File: src/design/ref_comp_pkg.sv
package ref_comp_pkg;
   // ==========================================================
   // Sizes
   localparam int NUM_CH = 8;
   localparam int CNT_W = 16;
   localparam int IDX_W = 3;

   // ==========================================================
   // Register addresses
   localparam logic [7:0] ADDR_ACTIVE = 8'h06;
   localparam logic [7:0] ADDR_GLOBAL = 8'h87;
   localparam logic [7:0] ADDR_SUPP = 8'h88;
   localparam logic [7:0] ADDR_THR = 8'h97;
   localparam logic [7:0] ADDR_MASK = 8'h99;

   // ==========================================================
   // Field positions
   localparam int DRIFT_BIT = 12;
   localparam int LEVEL_LSB = 14;
   localparam int LEVEL_W = 2;
   localparam int PROX_THR_LSB = 0;
   localparam int TOUCH_THR_LSB = 8;
   localparam int THR_W = 8;
   localparam int ASSOC_LSB = 0;
   localparam int REF_IDX_LSB = 8;
   localparam int REF_EN_BIT = 11;

   // ==========================================================
   // Reset values and the one-hot base
   localparam logic [15:0] GLOBAL_RST = 16'h0000;
   localparam logic [15:0] SUPP_RST = 16'h0000;
   localparam logic [15:0] THR_RST = 16'h2010;
   localparam logic [15:0] MASK_RST = 16'h0000;
   localparam logic [7:0] ONE_HOT_BASE = 8'h01;

   // ==========================================================
   // Types
   typedef enum {MODE_RESYNC, MODE_SUPPRESS, MODE_DRIFT} comp_mode_e;

   typedef struct packed {
      logic deep;
      logic touch;
      logic prox;
   } ch_state_s;

   typedef struct packed {
      logic [NUM_CH-1:0] resync;
      logic [NUM_CH-1:0] track;
      logic [NUM_CH-1:0] supp_prox;
      logic [NUM_CH-1:0] supp_touch;
   } action_s;
endpackage

File: src/design/reference_channel_compensation.sv
`timescale 1ns/100ps
module reference_channel_compensation
#(
   parameter int NUM_CH = ref_comp_pkg::NUM_CH
)
(
   input wire logic clk_sys_in,
   input wire logic srst_in,
   input wire logic reg_wr_in,
   input wire logic reg_rd_in,
   input wire logic [7:0] reg_addr_in,
   input wire logic [15:0] reg_wdata_in,
   output logic [15:0] reg_rdata_out,
   output logic reg_rvalid_out,
   input wire logic sample_in,
   input wire logic [NUM_CH-1:0][ref_comp_pkg::CNT_W-1:0] delta_in,
   input wire ref_comp_pkg::ch_state_s [NUM_CH-1:0] ch_state_in,
   output ref_comp_pkg::action_s action_out,
   output logic [ref_comp_pkg::CNT_W-1:0] track_delta_out,
   output logic ref_event_out,
   output logic [NUM_CH-1:0] active_ref_out
);

   // ==========================================================
   // Configuration registers
   logic [15:0] global_reg;
   logic [15:0] supp_reg;
   logic [15:0] thr_reg;
   logic [15:0] mask_reg;

   always_ff @(posedge clk_sys_in)
   begin
      if (srst_in)
      begin
         global_reg <= ref_comp_pkg::GLOBAL_RST;
         supp_reg <= ref_comp_pkg::SUPP_RST;
         thr_reg <= ref_comp_pkg::THR_RST;
         mask_reg <= ref_comp_pkg::MASK_RST;
      end
      else if (reg_wr_in)
      begin
         case (reg_addr_in)
            ref_comp_pkg::ADDR_GLOBAL: global_reg <= reg_wdata_in;
            ref_comp_pkg::ADDR_SUPP: supp_reg <= reg_wdata_in;
            ref_comp_pkg::ADDR_THR: thr_reg <= reg_wdata_in;
            ref_comp_pkg::ADDR_MASK: mask_reg <= reg_wdata_in;
            default: ;
         endcase
      end
   end

   // Reads answer one cycle later; unmapped addresses read as zero
   always_ff @(posedge clk_sys_in)
   begin
      if (srst_in)
      begin
         reg_rdata_out <= 16'h0000;
         reg_rvalid_out <= 1'b0;
      end
      else
      begin
         reg_rvalid_out <= reg_rd_in;
         if (reg_rd_in)
         begin
            case (reg_addr_in)
               ref_comp_pkg::ADDR_ACTIVE: reg_rdata_out <= {8'h00, active_ref_out};
               ref_comp_pkg::ADDR_GLOBAL: reg_rdata_out <= global_reg;
               ref_comp_pkg::ADDR_SUPP: reg_rdata_out <= supp_reg;
               ref_comp_pkg::ADDR_THR: reg_rdata_out <= thr_reg;
               ref_comp_pkg::ADDR_MASK: reg_rdata_out <= mask_reg;
               default: reg_rdata_out <= 16'h0000;
            endcase
         end
      end
   end

   // ==========================================================
   // Field decode
   logic [NUM_CH-1:0] assoc;
   logic [ref_comp_pkg::IDX_W-1:0] ref_idx;
   logic ref_en;
   logic [ref_comp_pkg::LEVEL_W-1:0] level;
   logic [ref_comp_pkg::THR_W-1:0] prox_thr;
   logic [ref_comp_pkg::THR_W-1:0] touch_thr;
   logic [NUM_CH-1:0] ref_onehot;
   ref_comp_pkg::comp_mode_e mode;

   assign assoc = mask_reg[ref_comp_pkg::ASSOC_LSB +: NUM_CH];
   assign ref_idx = mask_reg[ref_comp_pkg::REF_IDX_LSB +: ref_comp_pkg::IDX_W];
   assign ref_en = mask_reg[ref_comp_pkg::REF_EN_BIT];
   assign level = global_reg[ref_comp_pkg::LEVEL_LSB +: ref_comp_pkg::LEVEL_W];
   assign prox_thr = thr_reg[ref_comp_pkg::PROX_THR_LSB +: ref_comp_pkg::THR_W];
   assign touch_thr = thr_reg[ref_comp_pkg::TOUCH_THR_LSB +: ref_comp_pkg::THR_W];
   assign ref_onehot = NUM_CH'(ref_comp_pkg::ONE_HOT_BASE << ref_idx);

   // Drift following overrides the per-channel suppression choice
   always_comb
   begin
      if (global_reg[ref_comp_pkg::DRIFT_BIT])
         mode = ref_comp_pkg::MODE_DRIFT;
      else if (supp_reg[ref_idx])
         mode = ref_comp_pkg::MODE_SUPPRESS;
      else
         mode = ref_comp_pkg::MODE_RESYNC;
   end

   // ==========================================================
   // Reference threshold tracking, updated once per sample
   logic [ref_comp_pkg::CNT_W-1:0] ref_delta;
   logic [ref_comp_pkg::CNT_W-1:0] prev_delta;
   logic [ref_comp_pkg::CNT_W-1:0] change;
   logic next_prox;
   logic next_touch;
   logic ref_prox;
   logic ref_touch;
   logic prox_rise;

   assign ref_delta = delta_in[ref_idx];
   assign next_prox = ref_en
      && ($signed(ref_delta) >= $signed({{(ref_comp_pkg::CNT_W-ref_comp_pkg::THR_W){1'b0}}, prox_thr}));
   assign next_touch = ref_en
      && ($signed(ref_delta) >= $signed({{(ref_comp_pkg::CNT_W-ref_comp_pkg::THR_W){1'b0}}, touch_thr}));
   assign prox_rise = sample_in && next_prox && !ref_prox;
   assign change = ref_comp_pkg::CNT_W'(ref_delta - prev_delta);

   always_ff @(posedge clk_sys_in)
   begin
      if (srst_in)
      begin
         ref_prox <= 1'b0;
         ref_touch <= 1'b0;
         prev_delta <= '0;
      end
      else if (sample_in)
      begin
         ref_prox <= next_prox;
         ref_touch <= next_touch;
         prev_delta <= ref_delta;
      end
   end

   // ==========================================================
   // Per-channel level compare
   logic [NUM_CH-1:0] at_or_below;

   generate
      for (genvar i = 0; i < NUM_CH; i++)
      begin : g_level
         logic [ref_comp_pkg::LEVEL_W-1:0] ch_level;
         always_comb
         begin
            if (ch_state_in[i].deep)
               ch_level = 2'h3;
            else if (ch_state_in[i].touch)
               ch_level = 2'h2;
            else if (ch_state_in[i].prox)
               ch_level = 2'h1;
            else
               ch_level = 2'h0;
         end
         assign at_or_below[i] = (ch_level <= level);
      end
   endgenerate

   // ==========================================================
   // Actions
   ref_comp_pkg::action_s next_action;
   logic supp_on;
   logic supp_on_q;
   logic next_event;

   // Suppression is a level; its start counts as an applied change
   assign supp_on = (mode == ref_comp_pkg::MODE_SUPPRESS) && (ref_prox || ref_touch);

   always_comb
   begin
      next_action = '0;
      if (prox_rise && mode == ref_comp_pkg::MODE_RESYNC)
         next_action.resync = assoc;
      if (prox_rise && mode == ref_comp_pkg::MODE_DRIFT)
         next_action.resync = assoc & at_or_below;
      if (sample_in && ref_en && mode == ref_comp_pkg::MODE_DRIFT && change != '0)
         next_action.track = assoc & ~at_or_below;
      if (mode == ref_comp_pkg::MODE_SUPPRESS && ref_prox)
         next_action.supp_prox = assoc;
      if (mode == ref_comp_pkg::MODE_SUPPRESS && ref_touch)
         next_action.supp_touch = assoc;
   end

   assign next_event = (|next_action.resync) || (|next_action.track)
      || (supp_on && !supp_on_q && (|assoc));

   // The front end loads the baseline from its filtered count on a resync strobe
   always_ff @(posedge clk_sys_in)
   begin
      if (srst_in)
      begin
         action_out <= '0;
         track_delta_out <= '0;
      end
      else
      begin
         action_out <= next_action;
         if (|next_action.track)
            track_delta_out <= change;
      end
   end

   always_ff @(posedge clk_sys_in)
   begin
      if (srst_in)
      begin
         ref_event_out <= 1'b0;
         supp_on_q <= 1'b0;
      end
      else
      begin
         ref_event_out <= next_event;
         supp_on_q <= supp_on;
      end
   end

   // A new event wins over the clear when the reference goes idle
   always_ff @(posedge clk_sys_in)
   begin
      if (srst_in)
         active_ref_out <= '0;
      else if (next_event)
         active_ref_out <= ref_onehot;
      else if (!ref_prox && !ref_touch)
         active_ref_out <= '0;
   end
endmodule

File: config.mk
export PLATFORM = sky130hd
export DESIGN_NAME = reference_channel_compensation
export DESIGN_NICKNAME = d
export VERILOG_FILES = /design/src/design/ref_comp_pkg.sv /design/src/design/reference_channel_compensation.sv
export SDC_FILE = /design/constraint.sdc
export NUM_CORES = 1
export LEC_CHECK = 0
export BUFFER_PORTS_ARGS = -buffer_cell sky130_fd_sc_hd__buf_2
export CAP_MARGIN = 20
export CORE_ASPECT_RATIO = 0.8
export CORE_MARGIN = 5
export CORE_UTILIZATION = 45
export CTS_CLUSTER_SIZE = 16
export DETAILED_ROUTE_END_ITERATION = 12
export GPL_TIMING_DRIVEN = 0
export PLACE_DENSITY = 0.74
export REMOVE_ABC_BUFFERS = 1
export SLEW_MARGIN = 25
export SYNTH_ARGS = -nofsm -noshare
export SYNTH_HDL_FRONTEND = slang
export SYNTH_SLANG_ARGS = --single-unit
File: constraint.sdc
create_clock -name clk_sys_in -period 4.6 [get_ports clk_sys_in]
set_input_delay 0.92 -clock clk_sys_in [delete_from_list [all_inputs] [get_ports clk_sys_in]]
set_output_delay 0.92 -clock clk_sys_in [all_outputs]
set_load 0.02 [all_outputs]
# Word level (Yosys, flattened, before mapping)
# Cells that the tools add are included.
dict set report word_totals {
  regBits 157
  in_bits 181
  out_inout_bits 74
  word_cells 112
}
dict set report op_classes {
  add_sub_neg 1
  magnitude_cmp 12
  n_eq_ne 7
  n_shift 1
  muxes 36
  bitwise_logic 5
  reduce_logical 33
}
# op n
set op_table {}
lappend op_table {{case mux 16 bit (5 select lines)} 1}
lappend op_table {{binary-select mux 16 bit (select 3 bit)} 1}
lappend op_table {{two-way mux 8 bit} 5}
lappend op_table {{two-way mux 2 bit} 17}
lappend op_table {{== test 32 x 2 -> 1 bit, second input constant} 1}
lappend op_table {{== test 32 x 3 -> 1 bit, second input constant} 1}
lappend op_table {{== test 8 bit, second input constant} 4}
lappend op_table {{>= comparator 16 x 9 -> 1 bit} 2}
lappend op_table {{logical NOT 32 bit} 1}
lappend op_table {{OR reduction 8 bit} 3}
lappend op_table {{AND 8 bit} 2}
lappend op_table {{less-or-equal comparator 2 bit} 8}
lappend op_table {{two-way mux 16 bit} 1}
lappend op_table {{nonzero test 16 bit} 1}
lappend op_table {{subtractor 16 bit} 1}
lappend op_table {{logical AND 1 bit} 15}
lappend op_table {{two-way mux 1 bit} 10}
lappend op_table {{== test 8 x 3 -> 1 bit, second input constant} 1}
lappend op_table {{inverter 8 bit} 1}
lappend op_table {{AND reduction 2 bit} 4}
lappend op_table {{left shift 1 x 3 -> 8 bit, first input constant} 1}
lappend op_table {{< comparator 3 x 5 -> 1 bit, second input constant} 1}
lappend op_table {{< comparator 3 x 4 -> 1 bit, second input constant} 1}
lappend op_table {{OR reduction 2 bit} 2}
lappend op_table {{other kinds (5)} 10}

# Logic depth before layout (Yosys ltp)
# Gate-level depths: netlist of the first run.
dict set report depth {
  word_depth 13
  ltp_mapped 18
  ltp_nobuf 13
}

# Worst setup path after synthesis of the first run
# Ideal clock, no wire load.
dict set report synth_timing {
  path_kind {flip-flop to flip-flop}
  startpoint {register mask_reg[8]}
  endpoint {register ref_event_out}
  setup_time_ns 0.126
  arrival_ns 4.721
  t_required_ns 4.474
  setup_slack_ns -0.247
  stages_incl_launch_ff 17
  n_path_buf 4
  period_less_slack_ns 4.847
  path_cell_list {dfxtp_1 buf_6 clkbuf_1 buf_1 mux4_2 mux2_2 ha_1 a21o_1 or4_1 a2bb2oi_1 a2111oi_0 and4b_1 and4_1 a31oi_4 a211o_1 buf_6 nor2b_1}
}
dict set report synth_between {
  elab_chain_cells 12
}
# item line_no
set synth_lines {}
lappend synth_lines {{from (decl)} reference_channel_compensation.sv:29} ;# logic [15:0] mask_reg;
lappend synth_lines {{from (signal assigned)} reference_channel_compensation.sv:38} ;# mask_reg <= ref_comp_pkg::MASK_RST;
lappend synth_lines {{from (signal assigned)} reference_channel_compensation.sv:46} ;# ref_comp_pkg::ADDR_MASK: mask_reg <= reg_wdata_in;
lappend synth_lines {{binary-select mux 16 bit (select 3 bit) *} reference_channel_compensation.sv:118} ;# assign ref_delta = delta_in[ref_idx];
lappend synth_lines {{two-way mux 16 bit (implied by the code) *} reference_channel_compensation.sv:118}
lappend synth_lines {{named net ref_delta, one bit} reference_channel_compensation.sv:109} ;# logic [ref_comp_pkg::CNT_W-1:0] ref_delta;
lappend synth_lines {{>= comparator 16 x 9 -> 1 bit} reference_channel_compensation.sv:120} ;# && ($signed(ref_delta) >= $signed({{(ref_comp_pkg::CNT_W-ref_comp_pkg::THR_W){1'b0}}, prox_thr}));
lappend synth_lines {{logical AND 1 bit} reference_channel_compensation.sv:120}
lappend synth_lines {{logical AND 1 bit (2 in a row)} reference_channel_compensation.sv:123} ;# assign prox_rise = sample_in && next_prox && !ref_prox;
lappend synth_lines {{logical AND 1 bit} reference_channel_compensation.sv:178} ;# if (prox_rise && mode == ref_comp_pkg::MODE_RESYNC)
lappend synth_lines {{two-way mux 8 bit} reference_channel_compensation.sv:178}
lappend synth_lines {{two-way mux 8 bit} reference_channel_compensation.sv:180} ;# if (prox_rise && mode == ref_comp_pkg::MODE_DRIFT)
lappend synth_lines {{OR reduction 8 bit} reference_channel_compensation.sv:190} ;# assign next_event = (|next_action.resync) || (|next_action.track)
lappend synth_lines {{logical OR 1 bit *} reference_channel_compensation.sv:190}
lappend synth_lines {{logical OR 1 bit *} reference_channel_compensation.sv:191} ;# || (supp_on && !supp_on_q && (|assoc));
lappend synth_lines {{to (signal assigned)} reference_channel_compensation.sv:218} ;# ref_event_out <= next_event;
lappend synth_lines {{to (decl)} reference_channel_compensation.sv:20} ;# output logic ref_event_out,
# The timed path passes the listed nets; every way through them passes the cells marked *. The select of a mux whose other input is x is not followed.
# A chain may end at the register's enable or synchronous reset.

# Worst setup path after layout of the first run
# Same ends and word-level chain as after synthesis.

==> results of run 1 <==
-- where the power goes --
| part | internal [mW] | total (mW) | leakage [nW] | switching, mW |
|---|---|---|---|---|
| Clock | 0.837 | 1.48 | 0.300 | 0.638 |
| Combinational | 0.191 | 0.429 | 2.96 | 0.238 |
| Sequential | 1.37 | 1.38 | 1.27 | 0.00715 |
| Total | 2.40 | 3.28 | 4.53 | 0.884 |
-- routing by layer --
metal,part of all wire,vias up
li1,-,4199
met1,0.45,4044
met2,0.44,415
met3,0.096,36
met4,0.015,4
met5,0.00050,-
-- layout make-up --
| class | instances | area, sq um |
|---|---|---|
| Multi-Input combinational cell | 780 | 5350 |
| Inverter | 46 | 173 |
| Sequential cell | 157 | 3150 |
| Clock buffer | 18 | 439 |
| Timing Repair Buffer | 272 | 1500 |
| Clock inverter | 14 | 170 |
| Antenna cell | 2 | 5.00 |
| Fill cell | 1727 | 8040 |
| Tap cell | 258 | 323 |
-- worst paths after layout --
kind | start | to | slack (ns) | cells after the start
max | mask_reg[8] | ref_event_out | 0.19 | 13
min reg2reg | global_reg[5] | global_reg[5] | 0.46 | 2
max reg2reg | mask_reg[8] | ref_event_out | 0.19 | 13
min | global_reg[5] | global_reg[5] | 0.46 | 2
-- through the flow --
step                      std cells  setup WS, ns  setup TNS [ns]  hold WS (ns)
after floorplan                 982        -0.618          -10.20         0.428
after global placement         1494         -2.16          -89.71         0.441
final                          1547         0.193               0         0.458
after CTS                      1541        0.0452               0         0.454
after global routing           1547      -0.00136        -0.00136         0.467
after detailed placement       1502        -0.894          -18.36         0.446
-- placed cells by master, fill, tap and decap left out, drive strengths merged, types with 6 or more instances in the layout --
cell type  count
inv           54
nand2        180
a21oi        114
dfxtp        157
nand3          9
a21o          10
nand4          7
o21ai         22
mux2i         48
nor4           7
o211ai        17
o22ai          9
or2           10
clkbuf        18
mux2          21
nor2          89
nor3           6
and2          22
nor2b         14
a22oi         14
buf          272
ha            47
mux4          22
a211oi        23
nand2b        11
-- critical path, delay by kind of cell, from the launching register on --
family,cells,cell delay [ns]
compound gates,5,1.58
fa+ha+maj,1,0.40
buf+inv,1,0.18
flops,1,0.36
mux,2,0.84
simple gates,4,0.91
-- cells by family (layout without fill, tap and decap cells) --
kind of cell	count (synthesis)	in the layout
other	0	2
muxes	91	91
AOI/OAI and AO/OA	254	255
adders and majority gates	48	48
and+or+nand+nor	378	378
DFF	157	157
buffers and inverters	108	350
xor gates and xnor gates	8	8
-- repair_timing --
item,in CTS,in global routing
setup buffers,6,4
cloned,1,0
endpoints found under the setup margin,33,31
gates resized for setup,8,7
hold endpoints to repair,0,0
pin swaps,2,3
==> impl_metrics.csv, run 1 <==
group,metric,value,unit
outcome,status,"completed",
clock_network,cts_buffer_depth,2,
synth,synth_most_common_cell,"nand2_1",
sta,fin_skew,0.0128,ns
power_and_ir_drop,power.total,3.28,mW
synth,avgSynthCellArea,8.48,sq um
detailed_routing,vias_per_cell,5.62,
detailed_routing,num_vias,8698,
power_and_ir_drop,p_leak,4.53,nW
grt,grt_max_degree,95,
flow_run,maxCapViolCount,0,
grt,use_met1,0.335,
setup_path,crit_type,"flip-flop to flip-flop",
detailed_routing,firstDrtPassIters,7,
grt,grt_overflow_total,0,
grt,grt_pass1_wl,43.6,mm
clock_network,clock_latency,0.44,ns
synth,ys_seq_elements,157,
die,fp.dieW,167,microns
synth,syn_inst,1044,
die,die_area,0.0226,sq mm
clock_network,cts_max_level,4,
sta,setup_viol,0,
setup_path,crit_slowest_cell,"mux4_2",
synth,synth_xor_area_frac,0.00792,
clock_network,cts_sinks,157,
synth,synthTopCellsByCount,"nand2_1 (180), dfxtp_1 (157), a21oi_1 (114), nor2_1 (89), mux2i_1 (48)",
grt,use_met2,0.373,
die,die_y,135,microns
placed_design,io_buffers,254,
sta,fin_crit_sh,0.958,
synth,synth_top_area_frac,0.355,
grt,grt_pass1_vias,8269,
clock_network,clk_pin_slew,0.07,ns
detailed_routing,drt_iter0_markers,739,
setup_path,critPathMaxFanout,20,
setup_path,crit_path_end_kind,"flip-flop",
detailed_routing,wl_per_cell,18.0,microns
min_path,min_path_type,"flip-flop to flip-flop",
synth,async_flop_share,0,
cells_and_area,largest_reg_flops,32,
clock_network,cts_hold_buf,0,
cells_and_area,max_flop_register,"action_out",
placed_design,dpl_cell_area,0.0103,sq mm
die,core,0.0191,sq mm
grt,grt_antenna_before_repair,4,
placed_design,gp_congestion,0.895,
power_and_ir_drop,power_density,295,mW/mm^2
synth,yosys-top-cells-area,"dfxtp_1 (36%), nand2_1 (7.6%), ha_1 (6.6%)",
grt,grt_use_total,0.241,
synth,synth_compound_area_frac,0.187,
synth,synth_top_family_by_area,"simple AND/OR/NAND/NOR gates",
clock_network,cts-root-buf,"clkbuf_16",
cells_and_area,postLayoutCellArea,0.0111,sq mm
setup_path,cp.required,4.91,ns
sta,fin_crit,4.41,ns
detailed_routing,postRouteAntennaNets,0,
clock_network,cts_inserted_buffers,17,
detailed_routing,drt_wl_total,27.9,mm
clock_network,tritoncts,"done",
placed_design,dp.final_hpwl,20.0,mm
synth,synth_flop_cell,"dfxtp_1",
sta,final_max_slew_viol_count,0,
sta,fmax,227,MHz
sta,relSlewSlack,0.381,
synth,synth_edf_count,0,
sta,hold_viol,0,
setup_path,cpPeakStageDelay,0.50,ns
setup_path,arrival,4.72,ns
synth,yosys.area_share.simple,0.193,
synth,synthAdderAreaFrac,0.0687,
grt,use_met3,0.0578,
synth,yosysWarnings,0,
cells_and_area,final_util,0.580,
cells_and_area,drive_above_1_share,0.291,
cells_and_area,final_net_count,1503,
synth,synth_area,0.00885,sq mm
setup_path,critPathLaunchType,"flip-flop",
synth,synthMuxAreaShare,0.137,
die,rows,45,
die,initial_core_util,0.462,
power_and_ir_drop,ir_drop,0.226,mV
die,ios,255,
sta,worst_pin_slew,0.925,ns
setup_path,cp_cell_sequence,"buf_12 -> mux4_2 -> mux2_2 -> ha_1 -> nand2b_1 -> a211oi_4 -> o21ai_1 -> a2111oi_2 -> and4b_1 -> and4_2 -> a31oi_4 -> a211o_4 -> nor2b_1",
synth,synth_seq_area_share,0.355,
synth,ys_types,73,
detailed_routing,drc,0,
synth,yosys.area.top_type,"dfxtp_1",
cells_and_area,area_growth,25.5,%
grt,top_usage_layer,"met2",
No activity file was read; power rests on OpenSTA's default activity.
==> run 2, diff against run 1 <==
CORE_UTILIZATION = 48   (was 45)
PLACE_DENSITY = 0.78   (was 0.74)
==> impl_metrics.csv, run 2 (synthesis results as in run 1) <==
group,metric,value,unit
cells_and_area,drive_above_1_share,0.289,
clock_network,cts_sinks,157,
sta,fin_crit,4.44,ns
setup_path,path_depth,13,
grt,use_met2,0.400,
sta,fin_crit_sh,0.966,
clock_network,cts-root-buf,"clkbuf_16",
die,fp.dieW,162,microns
detailed_routing,postRouteAntennaNets,0,
sta,relSlewSlack,0.352,
sta,hold_viol,0,
grt,use_met3,0.0667,
power_and_ir_drop,seqPwrFrac,0.423,
power_and_ir_drop,swShare,0.272,
detailed_routing,drt_iter0_markers,891,
detailed_routing,drt_wl_total,27.3,mm
placed_design,gp_congestion,0.892,
detailed_routing,firstDrtPassIters,6,
sta,worst_pin_slew,0.971,ns
setup_path,cp_cell_sequence,"buf_12 -> mux4_2 -> mux2_2 -> ha_1 -> a21o_1 -> or4_1 -> a2bb2oi_1 -> a2111oi_2 -> and4b_1 -> and4_2 -> a31oi_4 -> a211o_4 -> nor2b_1",
setup_path,crit_type,"flip-flop to flip-flop",
power_and_ir_drop,pwr-share-comb,0.133,
cells_and_area,layout_commonest_cell,"buf_2",
cells_and_area,largest_reg_flops,32,
min_path,min_path_type,"flip-flop to flip-flop",
flow_run,maxCapViolCount,0,
grt,top_usage_layer,"met2",
grt,grt_antenna_before_repair,3,
sta,setup_ws,0.158,ns
clock_network,clock_latency,0.43,ns
cells_and_area,final_net_count,1500,
power_and_ir_drop,p_leak,4.51,nW
sta,final_max_slew_viol_count,0,
sta,rsz0062_at_grt,"no",
grt,grt_max_degree,72,
power_and_ir_drop,p_sw,0.887,mW
cells_and_area,nFillCells,1587,
cells_and_area,postLayoutCellArea,0.0110,sq mm
setup_path,worstRegToRegCells,13,
setup_path,r2r_slack,0.16,ns
grt,use_met1,0.337,
power_and_ir_drop,power.total,3.26,mW
cells_and_area,antenna_cells,0,
setup_path,cpPeakStageDelay,0.51,ns
setup_path,cp-endpoint,"ref_event_out",
detailed_routing,num_vias,8668,
clock_network,cts_hold_buf,0,
sta,fmax,225,MHz
grt,grt_pass1_vias,8392,
cells_and_area,mostFrequentLayoutCells,"buf_2 (255), nand2_1 (180), dfxtp_1 (154)",
outcome,status,"completed",
clock_network,cts_buffer_depth,2,
detailed_routing,vias_per_cell,5.73,
setup_path,crit_path_end_kind,"flip-flop",
setup_path,critPathTopFamily,"compound AO/OA/AOI/OAI gates",
die,ios,255,
grt,grt_use_total,0.247,
cells_and_area,area_growth,24.5,%
grt,grt_overflow_total,0,
die,core,0.0181,sq mm
placed_design,io_buffers,254,
setup_path,critPathLaunch,"mask_reg[8]",
sta,setup_viol,0,
cells_and_area,max_flop_register,"action_out",
clock_network,tritoncts,"done",
setup_path,cp.required,4.91,ns
die,die_y,131,microns
power_and_ir_drop,power.share.clock,0.444,
die,rows,44,
die,die_area,0.0213,sq mm
power_and_ir_drop,power_density,296,mW/mm^2
sta,hold_ws,0.455,ns
setup_path,path_buf_inv,1,
die,initial_core_util,0.489,
placed_design,post-place-ws,-0.777,ns
detailed_routing,drc,0,
setup_path,critPathLaunchType,"flip-flop",
cells_and_area,stdcell_count,1514,
grt,grt_pass1_wl,42.9,mm
placed_design,dpl_cell_area,0.0103,sq mm
setup_path,worstReg2RegEnd,"ref_event_out",
detailed_routing,wl_per_cell,18.0,microns
power_and_ir_drop,ir_drop,0.245,mV
setup_path,crit_slowest_cell,"mux4_2",
clock_network,cts_inserted_buffers,17,
clock_network,cts_max_level,4,
clock_network,clk_pin_slew,0.07,ns
power_and_ir_drop,p_int,2.37,mW
placed_design,dp.final_hpwl,20.0,mm
setup_path,r2r_start,"mask_reg[8]",
placed_design,dp_cells,1473,
setup_path,critPathMaxFanout,20,
setup_path,arrival,4.75,ns
sta,fin_skew,0.0105,ns
-- run 2: timing repair --
| action | in CTS | in global routing |
|---|---|---|
| endpoints found under the setup margin | 32 | 32 |
| resized for setup | 4 | 11 |
| pin swaps | 3 | 1 |
| setup buffers | 7 | 1 |
| cloned | 1 | 0 |
-- run 2: cell type report --
| class | instances | area (sq um) | share of cell area |
|---|---|---|---|
| Sequential cell | 157 | 3150 | 0.286 |
| Multi-Input combinational cell | 780 | 5350 | 0.485 |
| Tap cell | 230 | 288 | 0.0261 |
| Timing Repair Buffer | 269 | 1450 | 0.131 |
| Clock buffer | 18 | 450 | 0.0409 |
| Inverter | 46 | 173 | 0.0157 |
| Clock inverter | 14 | 160 | 0.0145 |
-- run 2: power by group through the flow --
stage               registers, mW  logic, mW  clock network (mW)
floorplan                    1.41      0.227                   0
CTS                          1.38      0.417                1.47
global route                 1.38      0.478                1.54
detailed placement           1.41      0.407                   0
finish                       1.38      0.435                1.45
global placement             1.41      0.392                   0
-- run 2: stage by stage --
| stage | setup TNS, ns | util |
|---|---|---|
| floorplan | -10.20 | - |
| global placement | -83.70 | 0.559 |
| detailed placement | -14.88 | 0.567 |
| CTS | 0 | 0.605 |
| global route | 0 | 0.609 |
| finish | 0 | 0.609 |
-- run 2: worst reg2reg max path, cell delays in order, from the launching register on --
cell,delay [ns]
dfxtp_4,0.36
buf_12,0.19
mux4_2,0.52
mux2_2,0.34
ha_1,0.41
a21o_1,0.24
or4_1,0.41
a2bb2oi_1,0.19
a2111oi_2,0.39
and4b_1,0.26
and4_2,0.35
a31oi_4,0.13
a211o_4,0.38
nor2b_1,0.16
-- run 2: metal layers --
metal,part of all wire,up-vias
met3,0.099,41
met5,0.0012,-
met4,0.015,6
met1,0.43,4023
li1,-,4179
met2,0.46,419
-- run 2: how the worst min path moves through the flow --
| stage | from | end | cells after the start |
|---|---|---|---|
| after floorplan | global_reg[11] | global_reg[11] | 2 |
| after global routing | global_reg[8] | global_reg[8] | 2 |
| final | global_reg[8] | global_reg[8] | 2 |
| after global placement | global_reg[10] | global_reg[10] | 2 |
| after CTS | global_reg[7] | global_reg[7] | 2 |
| after detailed placement | global_reg[7] | global_reg[7] | 2 |
==> run 3, diff against run 2 <==
ABC_AREA = 1   (was not set)
RECOVER_POWER = 50   (was not set)
==> impl_metrics.csv, run 3 <==
group,metric,value,unit
cells_and_area,largest_reg_flops,32,
sta,setup_ws,0.315,ns
sta,fmax,233,MHz
synth,ys_seq_elements,157,
sta,hold_viol,0,
sta,fin_skew,0.0107,ns
synth,yosys-top-cells-area,"dfxtp_1 (35%), nand2_1 (14%), o21ai_0 (7.4%)",
synth,async_flop_share,0,
synth,ys_types,40,
clock_network,tritoncts,"done",
die,die_area,0.0213,sq mm
setup_path,arrival,4.60,ns
synth,synthTopCellsByCount,"nand2_1 (327), inv_1 (165), dfxtp_1 (157), o21ai_0 (132), a21oi_1 (128)",
outcome,status,"finished with violations",
die,ios,255,
clock_network,clock_latency,0.43,ns
cells_and_area,area_growth,24.3,%
clock_network,cts_buffer_depth,2,
clock_network,cts_hold_buf,0,
cells_and_area,max_flop_register,"action_out",
sta,relSlewSlack,-0.443,
cells_and_area,layout_commonest_cell,"nand2_1",
placed_design,post-place-ws,-1.51,ns
setup_path,cp.required,4.91,ns
synth,synth_flop_cell,"dfxtp_1",
die,fp.dieW,162,microns
synth,synth_area,0.00887,sq mm
placed_design,dp.final_hpwl,20.9,mm
clock_network,cts_inserted_buffers,17,
grt,grt_pass1_wl,45.6,mm
synth,synth_top_area_frac,0.354,
setup_path,critPathLaunchType,"flip-flop",
synth,yosysWarnings,0,
synth,synth_most_common_cell,"nand2_1",
placed_design,io_buffers,254,
synth,synth_seq_area_share,0.354,
grt,grt_use_total,0.259,
sta,fin_crit_sh,0.932,
cells_and_area,final_net_count,1789,
grt,grt_antenna_before_repair,4,
setup_path,crit_path_end_kind,"flip-flop",
placed_design,gp_congestion,0.903,
detailed_routing,drc,0,
sta,fin_crit,4.29,ns
detailed_routing,wl_per_cell,15.9,microns
min_path,min_path_type,"flip-flop to flip-flop",
cells_and_area,postLayoutCellArea,0.0110,sq mm
detailed_routing,postRouteAntennaNets,0,
synth,yosys.area.top_type,"dfxtp_1",
setup_path,critPathMaxFanout,33,
die,initial_core_util,0.488,
detailed_routing,drt_iter0_markers,920,
sta,worst_pin_slew,2.16,ns
cells_and_area,final_util,0.607,
die,die_y,132,microns
detailed_routing,vias_per_cell,5.42,
cells_and_area,mostFrequentLayoutCells,"nand2_1 (323), buf_2 (179), inv_1 (160)",
detailed_routing,num_vias,9789,
power_and_ir_drop,power.total,3.23,mW
synth,synth_edf_count,0,
clock_network,cts_sinks,157,
flow_run,maxCapViolCount,1,
cells_and_area,drive_above_1_share,0.177,
clock_network,cts-root-buf,"clkbuf_16",
grt,grt_pass1_vias,8967,
sta,final_max_slew_viol_count,44,
detailed_routing,drt_wl_total,28.7,mm
setup_path,crit_type,"flip-flop to flip-flop",
outcome,violations,"capacitance limit, slew limit",
placed_design,dpl_cell_area,0.0102,sq mm
grt,grt_max_degree,87,
synth,avgSynthCellArea,6.68,sq um
power_and_ir_drop,power_density,293,mW/mm^2
synth,syn_inst,1328,
power_and_ir_drop,ir_drop,0.251,mV
detailed_routing,firstDrtPassIters,6,
clock_network,clk_pin_slew,0.07,ns
power_and_ir_drop,p_leak,5.04,nW
clock_network,cts_max_level,4,
die,rows,44,
grt,grt_overflow_total,0,
sta,setup_viol,0,
die,core,0.0182,sq mm
[run 3: cell count changes after synthesis, sizes merged, moves of 21 or more]
cell	before	now
o21ai	22	137
nand3	9	60
a211oi	23	1
mux4	22	0
inv	45	170
and2	22	0
mux2	21	0
nand2	180	329
mux2i	48	0
[run 3: cell families (layout without fill, tap and decap cells)]
| logic type | count (synthesis) | after routing | synth area share |
|---|---|---|---|
| xor gates and xnor gates | 6 | 6 | 0.00592 |
| adders and majority gates | 48 | 48 | 0.0685 |
| DFF | 157 | 157 | 0.354 |
| AOI/OAI and AO/OA | 338 | 338 | 0.210 |
| buffers and inverters | 233 | 478 | 0.103 |
| and+or+nand+nor | 546 | 546 | 0.259 |
| other | 0 | 2 | 0 |
[run 3: power by group]
part / internal [mW] / total, mW / leakage (nW) / switching [mW]
Clock: 0.801 / 1.40 / 0.279 / 0.599
Combinational: 0.181 / 0.449 / 3.49 / 0.268
Sequential: 1.37 / 1.38 / 1.27 / 0.00853
[run 3: metal layers]
layer  wire length (microns)  part of all wire  GRT usage
met1                   12800              0.45      0.370
met5                      23           0.00080          0
met2                   12600              0.44      0.398
met3                    2800             0.097     0.0532
met4                     507             0.018     0.0728
[run 3: through the flow]
step	hold WS [ns]	setup TNS (ns)	cells
6_report	0.457	0	1805
5_1_grt	0.476	-0.231	1804
4_1_cts	0.454	0	1790
3_5_place_dp	0.445	-34.80	1753
3_3_place_gp	0.436	-58.61	1750
2_1_floorplan	0.427	-2.10	1266
[run 3: area by class of cell]
| class | count | area, sq um |
|---|---|---|
| diodes | 2 | 5.00 |
| well taps | 230 | 288 |
| clock buffers | 20 | 467 |
| multi-input cells | 938 | 4930 |
| repair inverters | 2 | 15.0 |
| clock inverters | 12 | 124 |
| repair buffers | 273 | 1370 |
| flip-flops and latches | 157 | 3150 |
| inverters | 171 | 677 |
| fillers | 1775 | 7140 |
[run 3: critical path, stage by stage (launching register included)]
cell,delay (ns)
dfxtp_4,0.38
buf_16,0.17
nand2_2,0.17
clkinvlp_4,0.20
buf_4,0.18
a221oi_1,0.31
o21ai_2,0.17
ha_1,0.39
nand2_1,0.12
inv_1,0.05
nand2_1,0.07
nand3_1,0.14
xnor2_1,0.29
nand2_1,0.09
nor3_1,0.22
nand3_2,0.23
o211ai_1,0.14
nand2_1,0.11
inv_2,0.11
nand2_8,0.13
nor2_2,0.16
nand3_4,0.15
nand4_1,0.12
nand2_1,0.06
[run 3: worst paths after layout]
| path | startpoint | depth (start not counted) | slack (ns) | endpoint |
|---|---|---|---|---|
| max | mask_reg[8] | 23 | 0.31 | active_ref_out[2] |
| min | global_reg[10] | 2 | 0.46 | global_reg[10] |
| max reg2reg | mask_reg[8] | 23 | 0.31 | active_ref_out[2] |
| min reg2reg | global_reg[10] | 2 | 0.46 | global_reg[10] |
[run 3: timing repair]
item,CTS,global route
gates cloned,2,0
setup buffers,3,13
gates resized for setup,31,20
endpoints found under the setup margin,33,25
pin swaps,0,2
